**src/spmi_pkg.sv**
```systemverilog
// Purpose: Constants for the stereo PDM microphone input block.
// Assumes: System clock of 40 MHz; 16-bit register words.
// Notes:   Clock tables are indexed [high_perf][rate][ratio].
package spmi_pkg;

  localparam longint CLK_HZ = 40_000_000;
  localparam int     NCO_W  = 24;

  // Register offsets.
  localparam logic [7:0] ADDR_VOL_LEFT  = 8'h15;
  localparam logic [7:0] ADDR_VOL_RIGHT = 8'h16;
  localparam logic [7:0] ADDR_PWR_ONE   = 8'h19;
  localparam logic [7:0] ADDR_CLOCKING  = 8'h40;
  localparam logic [7:0] ADDR_PIN_FN0   = 8'h41;
  localparam logic [7:0] ADDR_STATUS    = 8'h48;

  // Field positions.
  localparam int BIT_PATH_EN   = 10;
  localparam int BIT_LEFT_EN   = 3;
  localparam int BIT_RIGHT_EN  = 2;
  localparam int BIT_VOL_UPD   = 8;
  localparam int RATE_LSB      = 0;
  localparam int RATIO_LSB     = 4;
  localparam int BIT_HIGH_PERF = 7;
  localparam int BIT_SYSTEM_CLOCK_EN = 8;
  localparam int BIT_OVERRUN   = 2;

  // Pin function codes and reset values.
  localparam logic [4:0] FN_PDM_DATA  = 5'h14;
  localparam logic [4:0] FN_PDM_CLOCK = 5'h13;
  localparam logic [4:0] RST_PIN_FN   = 5'h00;
  localparam logic [7:0] RST_VOL      = 8'hC0;
  localparam logic       RST_BIT      = 1'b0;
  localparam logic [3:0] RST_RATE     = 4'h0;
  localparam logic [2:0] RST_RATIO    = 3'h0;
  localparam logic [3:0] NUM_RATES    = 4'hB;

  // Phase increment that overflows the accumulator at the given rate.
  function automatic logic [NCO_W-1:0] nco_inc(input longint hz);
    return NCO_W'((hz * (64'sd1 <<< NCO_W) + CLK_HZ / 2) / CLK_HZ);
  endfunction

  // Frequency codes: 0 unsupported, then 1.024 .. 3.072 MHz.
  localparam longint PDM_HZ [7] = '{0, 1024000, 1411200, 1536000,
                                    2048000, 2822400, 3072000};
  localparam longint FS_HZ [11] = '{8000, 11025, 12000, 16000, 22050, 24000,
                                    32000, 44100, 48000, 88200, 96000};
  // Two overflows per clock period: one per phase.
  localparam logic [NCO_W-1:0] PDM_INC [7] = '{
    nco_inc(2*PDM_HZ[0]), nco_inc(2*PDM_HZ[1]), nco_inc(2*PDM_HZ[2]),
    nco_inc(2*PDM_HZ[3]), nco_inc(2*PDM_HZ[4]), nco_inc(2*PDM_HZ[5]),
    nco_inc(2*PDM_HZ[6])};
  localparam logic [NCO_W-1:0] FS_INC [11] = '{
    nco_inc(FS_HZ[0]), nco_inc(FS_HZ[1]), nco_inc(FS_HZ[2]), nco_inc(FS_HZ[3]),
    nco_inc(FS_HZ[4]), nco_inc(FS_HZ[5]), nco_inc(FS_HZ[6]), nco_inc(FS_HZ[7]),
    nco_inc(FS_HZ[8]), nco_inc(FS_HZ[9]), nco_inc(FS_HZ[10])};

  // Columns: ratio 256, 384, 512, 768, 1024, 1536, 3072, 6144.
  localparam logic [2:0] FREQ_TBL [2][11][8] = '{
    '{'{3'h1,3'h0,3'h1,3'h1,3'h1,3'h1,3'h1,3'h1},
      '{3'h2,3'h0,3'h2,3'h2,3'h2,3'h2,3'h2,3'h0},
      '{3'h3,3'h0,3'h3,3'h3,3'h3,3'h3,3'h3,3'h0},
      '{3'h1,3'h1,3'h1,3'h1,3'h1,3'h1,3'h1,3'h0},
      '{3'h2,3'h2,3'h2,3'h2,3'h2,3'h2,3'h0,3'h0},
      '{3'h3,3'h3,3'h3,3'h3,3'h3,3'h3,3'h0,3'h0},
      '{3'h4,3'h4,3'h4,3'h4,3'h4,3'h4,3'h0,3'h0},
      '{3'h5,3'h2,3'h5,3'h2,3'h5,3'h0,3'h0,3'h0},
      '{3'h6,3'h3,3'h6,3'h3,3'h6,3'h0,3'h0,3'h0},
      '{3'h5,3'h0,3'h5,3'h0,3'h0,3'h0,3'h0,3'h0},
      '{3'h6,3'h0,3'h6,3'h0,3'h0,3'h0,3'h0,3'h0}},
    '{'{3'h1,3'h0,3'h4,3'h0,3'h4,3'h4,3'h4,3'h4},
      '{3'h2,3'h0,3'h5,3'h0,3'h5,3'h0,3'h0,3'h0},
      '{3'h3,3'h0,3'h6,3'h0,3'h6,3'h0,3'h0,3'h0},
      '{3'h4,3'h0,3'h0,3'h4,3'h4,3'h4,3'h4,3'h0},
      '{3'h5,3'h0,3'h5,3'h0,3'h5,3'h0,3'h0,3'h0},
      '{3'h6,3'h0,3'h6,3'h0,3'h6,3'h0,3'h0,3'h0},
      '{3'h4,3'h0,3'h4,3'h0,3'h4,3'h0,3'h0,3'h0},
      '{3'h5,3'h0,3'h5,3'h0,3'h5,3'h0,3'h0,3'h0},
      '{3'h6,3'h0,3'h6,3'h0,3'h6,3'h0,3'h0,3'h0},
      '{3'h5,3'h0,3'h5,3'h0,3'h0,3'h0,3'h0,3'h0},
      '{3'h6,3'h0,3'h6,3'h0,3'h0,3'h0,3'h0,3'h0}}};

endpackage

```
**src/spmi_top.sv**
```systemverilog
// Purpose: PDM microphone pair capture, decimation, volume and sample FIFO.
// Assumes: Pins and register strobes are synchronous to clk.
// Notes:   Pin index 0..3 stands for general pins 2, 3, 5 and 6.
//
// Design decision made here: the address-and-strobe port.
`timescale 1ns/1ps
`default_nettype none

////////////////////////////////////////////////////////////////////////////////
// Sample FIFO with valid/ready on both sides.
module spmi_fifo #(
  parameter int WIDTH = 32,
  parameter int DEPTH = 32
) (
  input  wire logic                       clk,
  input  wire logic                       rst,
  input  wire logic                       in_valid,
  output logic                            in_ready,
  input  wire logic [WIDTH-1:0]           in_data,
  output logic                            out_valid,
  input  wire logic                       out_ready,
  output logic [WIDTH-1:0]                out_data,
  output logic [$clog2(DEPTH):0]          level
);
  localparam int AW = $clog2(DEPTH);

  logic [WIDTH-1:0] mem [DEPTH];
  logic [AW-1:0]    wr_ptr;
  logic [AW-1:0]    rd_ptr;
  logic             push;
  logic             pop;

  // Full and empty come straight from the occupancy count.
  assign in_ready  = level != (AW+1)'(DEPTH);
  assign out_valid = level != '0;
  assign out_data  = mem[rd_ptr];
  assign push      = in_valid && in_ready;
  assign pop       = out_valid && out_ready;

  // Storage is written only on an accepted push.
  always_ff @(posedge clk) begin
    if (push) begin
      mem[wr_ptr] <= in_data;
    end
  end

  // Pointers wrap explicitly so a depth that is not a power of two works.
  always_ff @(posedge clk) begin
    if (rst) begin
      wr_ptr <= '0;
      rd_ptr <= '0;
      level  <= '0;
    end else begin
      if (push) begin
        wr_ptr <= (wr_ptr == AW'(DEPTH-1)) ? '0 : wr_ptr + 1'b1;
      end
      if (pop) begin
        rd_ptr <= (rd_ptr == AW'(DEPTH-1)) ? '0 : rd_ptr + 1'b1;
      end
      level <= level + (AW+1)'(push) - (AW+1)'(pop);
    end
  end
endmodule

////////////////////////////////////////////////////////////////////////////////
// Top level of the microphone input.
module spmi_top
  import spmi_pkg::*;
#(
  parameter int SAMPLE_W   = 16,
  parameter int FIFO_DEPTH = 32
) (
  input  wire logic                clk,
  input  wire logic                rst,
  input  wire logic [7:0]          reg_addr,
  input  wire logic [15:0]         reg_wdata,
  input  wire logic                reg_wr,
  input  wire logic                reg_rd,
  output logic [15:0]              reg_rdata,
  input  wire logic [3:0]          pin_in,
  output logic [3:0]               pin_out,
  output logic [3:0]               pin_oe,
  input  wire logic [SAMPLE_W-1:0] adc_left,
  input  wire logic [SAMPLE_W-1:0] adc_right,
  input  wire logic                adc_valid,
  output logic                     rec_valid,
  input  wire logic                rec_ready,
  output logic [SAMPLE_W-1:0]      rec_left,
  output logic [SAMPLE_W-1:0]      rec_right
);
  localparam int LVL_W = $clog2(FIFO_DEPTH) + 1;

  logic                  path_en;
  logic                  left_en;
  logic                  right_en;
  logic [7:0]            vol_l_pend;
  logic [7:0]            vol_r_pend;
  logic [7:0]            vol_l;
  logic [7:0]            vol_r;
  logic [3:0]            rate_sel;
  logic [2:0]            ratio_sel;
  logic                  high_perf;
  logic                  system_clock_en;
  logic [4:0]            pin_fn [4];
  logic                  overrun;
  logic [2:0]            freq_code;
  logic                  cfg_ok;
  logic                  clk_run;
  logic [NCO_W-1:0]      pdm_acc;
  logic [NCO_W:0]        pdm_sum;
  logic [NCO_W-1:0]      fs_acc;
  logic [NCO_W:0]        fs_sum;
  logic                  phase_end;
  logic                  fs_tick;
  logic                  pdm_clk;
  logic                  data_bit;
  logic [8:0]            ones_l;
  logic [8:0]            ones_r;
  logic [8:0]            bits_n;
  logic signed [10:0]    diff_l;
  logic signed [10:0]    diff_r;
  logic                  src_valid;
  logic [SAMPLE_W-1:0]   src_l;
  logic [SAMPLE_W-1:0]   src_r;
  logic                  hold_valid;
  logic [2*SAMPLE_W-1:0] hold_data;
  logic                  fifo_in_ready;
  logic [LVL_W-1:0]      fifo_level;
  logic                  wr_vol_l;
  logic                  wr_vol_r;

  ////////////////////////////////////////////////////////////////////////////
  // Volume: 0.375 dB per code, 0xC0 is unity, 0 is mute. The gain is
  // approximated as a 16-step linear mantissa per 6 dB octave, which keeps
  // the stage to one small multiplier at the cost of about 0.5 dB error.
  function automatic logic [SAMPLE_W-1:0] vol_apply(
    input logic [SAMPLE_W-1:0] s,
    input logic [7:0]          v
  );
    logic signed [8:0]           d;
    logic signed [SAMPLE_W+9:0]  p;
    logic signed [SAMPLE_W+13:0] q;
    logic [4:0]                  amt;
    logic [SAMPLE_W-1:0]         r;
    d   = $signed({1'b0, v}) - 9'sd192;
    p   = $signed(s) * $signed({2'b01, d[3:0], 4'h0});
    amt = 5'd11 - 5'(d >>> 4);
    q   = ((SAMPLE_W+14)'(p) <<< 3) >>> amt;
    r   = q[SAMPLE_W-1:0];
    if (!(&q[SAMPLE_W+13:SAMPLE_W-1]) && (|q[SAMPLE_W+13:SAMPLE_W-1])) begin
      r = q[SAMPLE_W+13] ? {1'b1, {(SAMPLE_W-1){1'b0}}} : {1'b0, {(SAMPLE_W-1){1'b1}}};
    end
    if (v == 8'h00) begin
      r = '0;
    end
    return r;
  endfunction

  ////////////////////////////////////////////////////////////////////////////
  // Register writes.
  assign wr_vol_l = reg_wr && (reg_addr == ADDR_VOL_LEFT);
  assign wr_vol_r = reg_wr && (reg_addr == ADDR_VOL_RIGHT);

  // Power management word: path select and channel enables.
  always_ff @(posedge clk) begin
    if (rst) begin
      path_en  <= RST_BIT;
      left_en  <= RST_BIT;
      right_en <= RST_BIT;
    end else if (reg_wr && (reg_addr == ADDR_PWR_ONE)) begin
      path_en  <= reg_wdata[BIT_PATH_EN];
      left_en  <= reg_wdata[BIT_LEFT_EN];
      right_en <= reg_wdata[BIT_RIGHT_EN];
    end
  end

  // Clocking word; the high-performance bit resets to the low-power table.
  always_ff @(posedge clk) begin
    if (rst) begin
      rate_sel  <= RST_RATE;
      ratio_sel <= RST_RATIO;
      high_perf <= RST_BIT;
      system_clock_en <= RST_BIT;
    end else if (reg_wr && (reg_addr == ADDR_CLOCKING)) begin
      rate_sel  <= reg_wdata[RATE_LSB +: 4];
      ratio_sel <= reg_wdata[RATIO_LSB +: 3];
      high_perf <= reg_wdata[BIT_HIGH_PERF];
      system_clock_en <= reg_wdata[BIT_SYSTEM_CLOCK_EN];
    end
  end

  // Pending volumes load on write; the update bit moves both pairs to the
  // active stage at once so left and right change gain together.
  always_ff @(posedge clk) begin
    if (rst) begin
      vol_l_pend <= RST_VOL;
      vol_r_pend <= RST_VOL;
      vol_l      <= RST_VOL;
      vol_r      <= RST_VOL;
    end else if (wr_vol_l || wr_vol_r) begin
      vol_l_pend <= wr_vol_l ? reg_wdata[7:0] : vol_l_pend;
      vol_r_pend <= wr_vol_r ? reg_wdata[7:0] : vol_r_pend;
      if (reg_wdata[BIT_VOL_UPD]) begin
        vol_l <= wr_vol_l ? reg_wdata[7:0] : vol_l_pend;
        vol_r <= wr_vol_r ? reg_wdata[7:0] : vol_r_pend;
      end
    end
  end

  // One pin function select per pin.
  always_ff @(posedge clk) begin
    if (rst) begin
      pin_fn <= '{RST_PIN_FN, RST_PIN_FN, RST_PIN_FN, RST_PIN_FN};
    end else if (reg_wr && (reg_addr >= ADDR_PIN_FN0) && (reg_addr < ADDR_PIN_FN0 + 8'h04)) begin
      pin_fn[2'(reg_addr - ADDR_PIN_FN0)] <= reg_wdata[4:0];
    end
  end

  // Overrun is sticky; a new loss in the clearing cycle wins over the clear.
  always_ff @(posedge clk) begin
    if (rst) begin
      overrun <= RST_BIT;
    end else if (src_valid && hold_valid && !fifo_in_ready) begin
      overrun <= 1'b1;
    end else if (reg_wr && (reg_addr == ADDR_STATUS) && reg_wdata[BIT_OVERRUN]) begin
      overrun <= 1'b0;
    end
  end

  ////////////////////////////////////////////////////////////////////////////
  // Read data stand for exactly the cycle after the read strobe.
  always_ff @(posedge clk) begin
    if (rst || !reg_rd) begin
      reg_rdata <= '0;
    end else begin
      unique case (reg_addr)
        ADDR_VOL_LEFT:  reg_rdata <= {8'h00, vol_l_pend};
        ADDR_VOL_RIGHT: reg_rdata <= {8'h00, vol_r_pend};
        ADDR_PWR_ONE:   reg_rdata <= {5'h00, path_en, 6'h00, left_en, right_en, 2'h0};
        ADDR_CLOCKING:  reg_rdata <= {7'h00, system_clock_en, high_perf, ratio_sel, rate_sel};
        ADDR_PIN_FN0:   reg_rdata <= {11'h000, pin_fn[0]};
        8'h42:          reg_rdata <= {11'h000, pin_fn[1]};
        8'h43:          reg_rdata <= {11'h000, pin_fn[2]};
        8'h44:          reg_rdata <= {11'h000, pin_fn[3]};
        ADDR_STATUS:    reg_rdata <= 16'({fifo_level, overrun, cfg_ok, clk_run});
        default:        reg_rdata <= 16'h0000;
      endcase
    end
  end

  ////////////////////////////////////////////////////////////////////////////
  // The clock rate is looked up from rate, ratio and table select; an
  // unlisted pair gives code 0 and keeps the clock stopped.
  assign freq_code = (rate_sel < NUM_RATES) ?
                     FREQ_TBL[high_perf][rate_sel][ratio_sel] : 3'h0;
  assign cfg_ok    = freq_code != 3'h0;
  assign clk_run   = path_en && (left_en || right_en) && system_clock_en && cfg_ok;

  // Fractional dividers from the system clock: one overflow per phase of
  // the microphone clock, and one per output sample. Edges jitter by one
  // system clock period, which the microphones tolerate.
  assign pdm_sum   = {1'b0, pdm_acc} + {1'b0, PDM_INC[freq_code]};
  assign fs_sum    = {1'b0, fs_acc} + {1'b0, FS_INC[rate_sel < NUM_RATES ? rate_sel : 4'h0]};
  assign phase_end = clk_run && pdm_sum[NCO_W];
  assign fs_tick   = clk_run && fs_sum[NCO_W];

  // Accumulators and the clock itself, idle low while stopped.
  always_ff @(posedge clk) begin
    if (rst || !clk_run) begin
      pdm_acc <= '0;
      fs_acc  <= '0;
      pdm_clk <= 1'b0;
    end else begin
      pdm_acc <= pdm_sum[NCO_W-1:0];
      fs_acc  <= fs_sum[NCO_W-1:0];
      if (phase_end) begin
        pdm_clk <= !pdm_clk;
      end
    end
  end

  // Each clock-function pin drives the clock; other pins stay released.
  for (genvar i = 0; i < 4; i++) begin : g_pin
    assign pin_oe[i]  = pin_fn[i] == FN_PDM_CLOCK;
    assign pin_out[i] = (pin_fn[i] == FN_PDM_CLOCK) && pdm_clk;
  end

  // Data comes only from pins 2 or 3 (general pins 5 and 6) set to data.
  assign data_bit = (pin_fn[2] == FN_PDM_DATA) ? pin_in[2] :
                    ((pin_fn[3] == FN_PDM_DATA) && pin_in[3]);

  ////////////////////////////////////////////////////////////////////////////
  // Boxcar decimator: ones are counted per channel between sample ticks.
  // The end of a high phase holds the left bit, the end of a low phase the
  // right bit, because each microphone drives only its own phase.
  always_ff @(posedge clk) begin
    if (rst || !clk_run) begin
      ones_l <= '0;
      ones_r <= '0;
      bits_n <= '0;
    end else if (fs_tick) begin
      ones_l <= 9'(phase_end && pdm_clk && data_bit);
      ones_r <= 9'(phase_end && !pdm_clk && data_bit);
      bits_n <= 9'(phase_end && !pdm_clk);
    end else if (phase_end) begin
      if (pdm_clk) begin
        ones_l <= ones_l + 9'(data_bit);
      end else begin
        ones_r <= ones_r + 9'(data_bit);
        bits_n <= bits_n + 9'h001;
      end
    end
  end

  // Density to signed level: twice the ones minus the bit count.
  assign diff_l = $signed({1'b0, ones_l, 1'b0}) - $signed({2'b00, bits_n});
  assign diff_r = $signed({1'b0, ones_r, 1'b0}) - $signed({2'b00, bits_n});

  ////////////////////////////////////////////////////////////////////////////
  // Record input select, channel gating and the shared volume stage.
  assign src_valid = (left_en || right_en) && (path_en ? fs_tick : adc_valid);
  assign src_l = !left_en ? '0 : vol_apply(path_en ?
                 (SAMPLE_W'(diff_l) <<< (SAMPLE_W - 11)) : adc_left, vol_l);
  assign src_r = !right_en ? '0 : vol_apply(path_en ?
                 (SAMPLE_W'(diff_r) <<< (SAMPLE_W - 11)) : adc_right, vol_r);

  // One-word holding stage; a sample arriving while it is still blocked
  // by a full FIFO is dropped and flagged, since the microphones cannot wait.
  always_ff @(posedge clk) begin
    if (rst) begin
      hold_valid <= 1'b0;
      hold_data  <= '0;
    end else if (src_valid && (!hold_valid || fifo_in_ready)) begin
      hold_valid <= 1'b1;
      hold_data  <= {src_l, src_r};
    end else if (fifo_in_ready) begin
      hold_valid <= 1'b0;
    end
  end

  // Samples queue towards the record processing.
  spmi_fifo #(
    .WIDTH (2*SAMPLE_W),
    .DEPTH (FIFO_DEPTH)
  ) u_fifo (
    .clk       (clk),
    .rst       (rst),
    .in_valid  (hold_valid),
    .in_ready  (fifo_in_ready),
    .in_data   (hold_data),
    .out_valid (rec_valid),
    .out_ready (rec_ready),
    .out_data  ({rec_left, rec_right}),
    .level     (fifo_level)
  );
endmodule

`default_nettype wire

```
**config.mk**
```make
export PLATFORM = sky130hd
export DESIGN_NAME = spmi_top
export DESIGN_NICKNAME = d
export VERILOG_FILES = /design/src/spmi_pkg.sv /design/src/spmi_top.sv
export SDC_FILE = /design/constraint.sdc
export NUM_CORES = 2
export LEC_CHECK = 0
export ABC_AREA = 1
export BUFFER_PORTS_ARGS = -buffer_cell sky130_fd_sc_hd__buf_4
export CORE_UTILIZATION = 57
export DETAILED_ROUTE_END_ITERATION = 8
export GPL_TIMING_DRIVEN = 0
export PLACE_DENSITY = 0.76
export SYNTH_ARGS = -nofsm -noshare
export SYNTH_HDL_FRONTEND = slang
export SYNTH_SLANG_ARGS = --single-unit
```
**constraint.sdc**
```tcl
create_clock -name clk -period 6.1 [get_ports clk]
set_input_delay 0.305 -clock clk [delete_from_list [all_inputs] [get_ports clk]]
set_output_delay 0.305 -clock clk [all_outputs]
set_load 0.02 [all_outputs]
```
==> Yosys cells after proc, flatten, opt, wreduce, memory -nomap -nowiden <==
Memories as Yosys holds them, arrays and structs flattened. A register that Yosys moved wholly into a read port is not among the register bits.
Cells that the tools add are included.
{ "totals": {"register_bits": 206, "ram_bits": 1024, "romBits": 576, "input_bits": 66, "memories": 3} }
{ "mem_list": {"columns": ["name", "depth", "word_bits", "rd", "rd_clocked_by_memory_dff", "write_ports", "line", "text"], "rows": [
  ["u_fifo.mem", 32, 32, 1, 1, 1, "spmi_top.sv:27", "logic [WIDTH-1:0] mem [DEPTH];"],
  ["(name not given)", 16, 24, 1, 0, 0, "spmi_top.sv:263", "assign fs_sum = {1'b0, fs_acc} + {1'b0, FS_INC[rate_sel < NUM_RATES ? rate_sel : 4'h0]};"],
  ["(name not given)", 8, 24, 1, 0, 0, "spmi_top.sv:262", "assign pdm_sum = {1'b0, pdm_acc} + {1'b0, PDM_INC[freq_code]};"]
]} }
{ "op_classes": {"add_sub_neg": 16, "mul": 2, "order_cmp": 10, "eq_ne": 19, "shifts": 2, "mux": 52, "bitwise_logic": 7, "reduce_logical": 61} }
{ "op_table": {"columns": ["operator", "count"], "rows": [
  ["2-to-1 mux 264 bit", 2],
  ["2-to-1 mux 258 bit", 1],
  ["2-to-1 mux 16 bit", 10],
  ["2-to-1 mux 24 bit", 6],
  ["one-hot mux 11 bit (9 select lines)", 1],
  ["binary-select mux 24 bit (select 4 bit)", 1],
  [">>> shifter 29 x 5 -> 30 bit", 2],
  ["adder 24 x 24 -> 25 bit", 2],
  ["equality test 8 x 7 -> 1 bit, second input constant", 6],
  ["multiplier 16 x 6 -> 22 bit", 2],
  ["equality test 5 bit, second input constant", 8],
  ["logical AND 1 bit", 31],
  ["AND reduction 15 bit", 2],
  ["OR reduction 15 bit", 2],
  ["2-to-1 mux 5 bit", 5],
  ["equality test 8 x 5 -> 1 bit, second input constant", 3],
  ["subtractor 10 x 9 -> 11 bit", 2],
  ["bitwise mux 20 bit", 1],
  ["adder 9 x 1 -> 9 bit", 2],
  ["subtractor 8 x 8 -> 9 bit, second input constant", 2],
  ["2-to-1 mux 1 bit", 17],
  ["logical NOT 8 bit", 2],
  ["2-to-1 mux 8 bit", 2],
  ["adder 5 x 1 -> 5 bit, second input constant", 2],
  ["other kinds (31)", 55]
]} }

==> Longest topological paths before layout <==
{ "logic_depth": {"word_depth": 20, "mapped_depth": 52, "mapped_depth_nobuf": 51} }

==> Cells and area by module <==
Synthesis repeated with hierarchy kept, for this count alone.
{ "hier_totals": {"cells_unflattened": 6741, "hier_area_um2": 62665.1} }
{ "by_module_without_submodules": {"columns": ["mod", "n_inst", "cells_each", "area_per_inst_um2", "seq_area_each_um2"], "rows": [
  ["spmi_fifo", 1, 3630, 42712.2, 31169.9],
  ["spmi_top", 1, 3111, 19952.9, 3683.5]
]} }

==> Worst setup path before layout <==
No wires, ideal clock.
{ "synth_timing": {"kind": "reg2reg", "startpoint": "register ones_r[0]", "endpoint": "register hold_data[10]", "arrival_time_ns": 6.083, "t_required_ns": 5.968, "slack_ns": -0.115, "stages_incl_launch_ff": 43, "path_buffers": 2, "period_less_slack_ns": 6.215, "cell_sequence": "dfxtp_1 -> inv_1 -> fa_1 -> o31ai_1 -> inv_1 -> nor2_1 -> nor2_1 -> o21ai_0 -> inv_1 -> nor2_1 -> nor2_1 -> nor2_1 -> nor2_1 -> nor2_1 -> nor2_1 -> a32oi_1 -> inv_1 -> nand2_1 -> (+7 left out) -> a21oi_1 -> nand3_1 -> nand2_4 -> inv_2 -> nor2_2 -> inv_2 -> buf_6 -> nand2_2 -> nor2_1 -> nor2_1 -> nand2_1 -> nor2_1 -> nand2_1 -> nand2_2 -> buf_4 -> nand2_1 -> nand3_1 -> a21oi_1"} }
{ "synth_via": {"elab_chain_cells": 10, "elab_cells_between_ends": 12, "cone_classes": "add/sub (1); mul (1); shift (1); mux (5); reduce/logical (4)"} }
{ "synth_rtl": {"columns": ["item", "line", "text"], "rows": [
  ["from (decl)", "spmi_top.sv:118", "logic [8:0] ones_r;"],
  ["from (signal assigned)", "spmi_top.sv:303", "ones_r <= 9'(phase_end && !pdm_clk && data_bit);"],
  ["from (signal assigned)", "spmi_top.sv:309", "ones_r <= ones_r + 9'(data_bit);"],
  ["subtractor 10 x 9 -> 11 bit (*)", "spmi_top.sv:317", "assign diff_r = $signed({1'b0, ones_r, 1'b0}) - $signed({2'b00, bits_n});"],
  ["2-to-1 mux 16 bit (*)", "spmi_top.sv:324", "assign src_r = !right_en ? '0 : vol_apply(path_en ?"],
  ["multiplier 16 x 6 -> 22 bit (*)", "spmi_top.sv:146", "p = $signed(s) * $signed({2'b01, d[3:0], 4'h0});"],
  [">>> shifter 29 x 5 -> 30 bit (*)", "spmi_top.sv:148", "q = ((SAMPLE_W+14)'(p) <<< 3) >>> amt;"],
  ["AND reduction 15 bit", "spmi_top.sv:150", "if (!(&q[SAMPLE_W+13:SAMPLE_W-1]) && (|q[SAMPLE_W+13:SAMPLE_W-1])) begin"],
  ["logical NOT 1 bit", "spmi_top.sv:150", null],
  ["logical AND 1 bit", "spmi_top.sv:150", null],
  ["2-to-1 mux 16 bit (*)", "spmi_top.sv:150", null],
  ["2-to-1 mux 16 bit (*)", "spmi_top.sv:153", "if (v == 8'h00) begin"],
  ["2-to-1 mux 16 bit (*)", "spmi_top.sv:324", null],
  ["to (signal assigned)", "spmi_top.sv:335", "hold_data <= {src_l, src_r};"],
  ["to (decl)", "spmi_top.sv:126", "logic [2*SAMPLE_W-1:0] hold_data;"]
]} }
Mark *: on every way between the ends. The rest lies on a longest branch, timed or not.
A chain may end at the register's enable or synchronous reset.

==> Worst setup path after layout <==
{ "layout_timing": {"startpoint": "register bits_n[2]", "endpoint": "register hold_data[26]"} }
{ "layout_via": {"elab_chain_cells": 10, "elab_cells_between_ends": 12, "cone_classes": "add/sub (1); mul (1); shift (1); mux (5); reduce/logical (4)"} }
{ "layout_rtl": {"columns": ["item", "line", "text"], "rows": [
  ["from (decl)", "spmi_top.sv:119", "logic [8:0] bits_n;"],
  ["from (signal assigned)", "spmi_top.sv:304", "bits_n <= 9'(phase_end && !pdm_clk);"],
  ["from (signal assigned)", "spmi_top.sv:310", "bits_n <= bits_n + 9'h001;"],
  ["subtractor 10 x 9 -> 11 bit (*)", "spmi_top.sv:316", "assign diff_l = $signed({1'b0, ones_l, 1'b0}) - $signed({2'b00, bits_n});"],
  ["2-to-1 mux 16 bit (*)", "spmi_top.sv:322", "assign src_l = !left_en ? '0 : vol_apply(path_en ?"],
  ["multiplier 16 x 6 -> 22 bit (*)", "spmi_top.sv:146", null],
  [">>> shifter 29 x 5 -> 30 bit (*)", "spmi_top.sv:148", null],
  ["AND reduction 15 bit", "spmi_top.sv:150", null],
  ["logical NOT 1 bit", "spmi_top.sv:150", null],
  ["logical AND 1 bit", "spmi_top.sv:150", null],
  ["2-to-1 mux 16 bit (*)", "spmi_top.sv:150", null],
  ["2-to-1 mux 16 bit (*)", "spmi_top.sv:153", null],
  ["2-to-1 mux 16 bit (*)", "spmi_top.sv:322", null]
]} }
Marks and branches as above.

==> reports/metrics.cfg <==
[outcome]
status=finished with violations
violations=DRC, capacitance limit, slew limit, setup timing

[setup_path]
criticalPathCategory=flop to flop
cp_max_fo=7
crit_arrival_ns=7.33
cp_slowest_stage_delay_ns=0.49
critPathSlowestCell=fa_1
crit_path_end_kind=flop
crit_buf_inv=10
cp_top_family=simple AND/OR/NAND/NOR gates
start_kind=flop
cp_data_required_time_ns=6.65

[timing]
fmax_ghz=0.1474
fin_crit_ns=6.785
whs_ns=0.05097
slew_viol_final=68
setup_violations=30
relSlewSlack_pct=-2.961
rsz0062_at_grt=true
skew_ns=0.06674
hold_viol=0
finalWorstSetupSlack_ns=-0.6852
tns_ns=-18.40
period_share_pct=111.2
max_slew.worst_pin.slew_ns=1.544

[logic_synthesis]
ys_ff_latch=1229
synth.avg_cell_area_um2=9.952
synth_ff_type=edfxtp_1
yosys_warnings=0
syn_area_mm2=0.06081
synthCells=6111
async_flop_share_pct=0
synth_edf_count=1024
yosysUniqueCellTypes=69
yosysSeqAreaShare_pct=57.31

[global_routing]
use_met3_pct=8.352
grt_overflow_total=0
grt_busiest_layer=met2
grt_pass1_wl_um=297900
grt_pass1_vias=49283
antenna_found_initial=7
grt_max_degree=34
grtUsageMet2_pct=59.89
globalRouteTotalUtil_pct=37.11
grt.met1_usage_pct=45.60

[clocking]
cts_tree=done
insertion_delay_ns=0.76
clockBufferDepth=3
cts-root-buf=clkbuf_16
clkSlewWorstSetupHoldPaths_ns=0.06
htree_levels=3
cts.sinks=1229
cts_inserted_buffers=119

[placement]
gp_congestion=0.9617
postPlaceCellArea_mm2=0.06443
place_hpwl_um=140700
io_buffers=107

[power]
vdd_ir_drop_max_v=0.0002788
power_density_mw_per_mm2=287.2
p_leak_uw=0.02663
p_total_uw=20440

[finish]
fin_area_mm2=0.07115
multi_input_area_mm2=0.02486
n_fill_cell=7735
nets=6829
seqCellArea_mm2=0.03489
layout-drive-gt1-share_pct=15.30
post-route-util_pct=67.40
area_growth_pct=17.00

[die]
rows=119
start_util_pct=57.61
ios=123
core-area_mm2=0.1056
fp.dieW_um=328.6
die_area_mm2=0.1080
die_y_um=328.6

[drt]
vias=50997
drc_errors=6
drt_first_pass_iters=9
drtIter0Drc=7526
vias_per_cell=6.398
antenna_violating_nets_post_route=0
wirelength_um=205000
wl_per_cell_um=25.72

[flow_run]
drv_cap=2

[hold_path]
hp-class=primary input to flop

layout make-up:
| cell class | instances | share of cell area [%] |
|---|---|---|
| clock inverter | 76 | 1.081 |
| sequential | 1229 | 49.04 |
| tap | 1391 | 2.446 |
| buffer | 328 | 1.915 |
| inverter | 536 | 2.858 |
| antenna | 4 | 0.01407 |
| multi-input combinational | 4022 | 34.94 |
| timing repair buffer | 242 | 3.297 |
| clock buffer | 143 | 4.414 |
tightest hold or removal path: cells and delay by family:
kind | cells | cell delay (ns)
AOI/OAI and AO/OA | 1 | 0.16
buffers and inverters | 2 | 0.26
repair_timing:
item                                    4_1_cts  5_1_grt
resized for setup                           309      215
cloned                                        4        0
hold buffers                                  6        0
endpoints found under the setup margin       30       34
buffers inserted                             55       25
pin swaps                                   125      100
endpoints found under the hold margin         8        0
cell usage after synthesis (4+ instances only):
master / n / area (µm²)
ha_1: 182 / 2277
nand3_1: 390 / 1952
nand3_2: 15 / 150.1
a31oi_1: 50 / 312.8
a221oi_1: 7 / 61.31
nor3_1: 45 / 225.2
nand2_2: 20 / 125.1
nand2_1: 726 / 2725
nor2_2: 6 / 37.54
buf_4: 12 / 90.09
buf_6: 6 / 67.56
nor3_2: 4 / 40.04
a41oi_1: 4 / 35.03
xnor2_1: 15 / 131.4
o31ai_1: 6 / 45.04
nor4_1: 11 / 68.82
fa_1: 103 / 2062
o21ai_1: 7 / 35.03
a211oi_1: 19 / 142.6
dfxtp_1: 205 / 4104
o211ai_1: 5 / 37.54
nor2_4: 5 / 56.30
a21oi_1: 208 / 1041
buf_2: 25 / 125.1
inv_1: 514 / 1929
or2_2: 18 / 112.6
nand4_1: 23 / 143.9
o221ai_1: 179 / 1568
clkbuf_1: 266 / 998.5
o21bai_1: 5 / 37.54
buf_1: 20 / 75.07
edfxtp_1: 1024 / 30750
o21ai_0: 772 / 3864
nand3b_1: 5 / 37.54
a32oi_1: 26 / 227.7
nor2_1: 982 / 3686
xor2_1: 35 / 306.5
clkinv_1: 9 / 33.78
a21o_1: 6 / 45.04
a21oi_2: 4 / 35.03
o22ai_1: 92 / 575.6
inv_2: 13 / 48.80
through the flow:
stage	worst slack [ns]	std cells
finish	-0.6852	7971
global route	-1.134	7970
CTS	-0.4861	7942
detailed placement	-1.316	7658
global placement	-1.284	7614
floorplan	0.00007061	6116
cells by family after synthesis:
family                   after synthesis  share of synthesized area, %
AND/OR/NAND/NOR                     2262                         15.60
multiplexers                           1                       0.01646
XOR/XNOR                              50                        0.7201
other                                  1                      0.006166
AO/OA/AOI/OAI                       1418                         13.68
buffers and inverters                865                         5.539
flip-flops                          1229                         57.31
adder cells (fa/ha/maj)              285                         7.135
registers in the layout, indices dropped and copies added, names as in the netlist, 9 cells and up, named ones only:
name / flops
hold_data: 32
reg_rdata: 10
fs_acc: 24
pdm_acc: 24
ones_l: 9
pin_fn: 20
ones_r: 9
u_fifo.mem: 1024
bits_n: 9
layout by cell type, fill, tap and decap left out, types with 25 or more instances in the layout:
cell type and count:
buf_6 30, dfxtp_1 180, edfxtp_1 1024, buf_2 25, nand3_1 248, nor2_4 44, nand3_2 131, inv_2 38
buf_12 25, xor2_1 35, o21ai_0 749, a31oi_1 50, clkinv_1 34, nor2_2 29, fa_1 96, nand3_4 27
o22ai_1 92, nor2_1 920, clkbuf_16 121, buf_4 192, nand2_2 85, ha_1 158, inv_1 483, clkbuf_1 279
a21oi_1 166, a21oi_2 41, nand2_1 643, nor3_1 33, o221ai_1 179
layer usage:
| metal | part of all wire [%] | up-vias |
|---|---|---|
| li1 | - | 22222 |
| met1 | 34 | 24264 |
| met2 | 46 | 3715 |
| met3 | 13 | 788 |
| met4 | 7.0 | 8 |
| met5 | 0.026 | - |
path summary, 6_finish.rpt:
kind | start | to | slack [ns] | cells after the start
worst max-delay path | bits_n[2] | hold_data[26] | -0.69 | 46
worst min-delay path | reg_wdata[4] | pin_fn[4] | 0.05 | 3
worst max register to register | bits_n[2] | hold_data[26] | -0.69 | 46
worst min register to register | fs_acc[23] | fs_acc[23] | 0.47 | 2
power breakdown:
group          internal (µW)  switching (µW)  leakage, µW  total (µW)
Sequential              8990            33.7       0.0115        9020
Clock                   4070            3320      0.00188        7400
Combinational           1090            2930       0.0132        4020
Total                  14100            6290       0.0266       20400
Power figures use the tool's default switching activity.
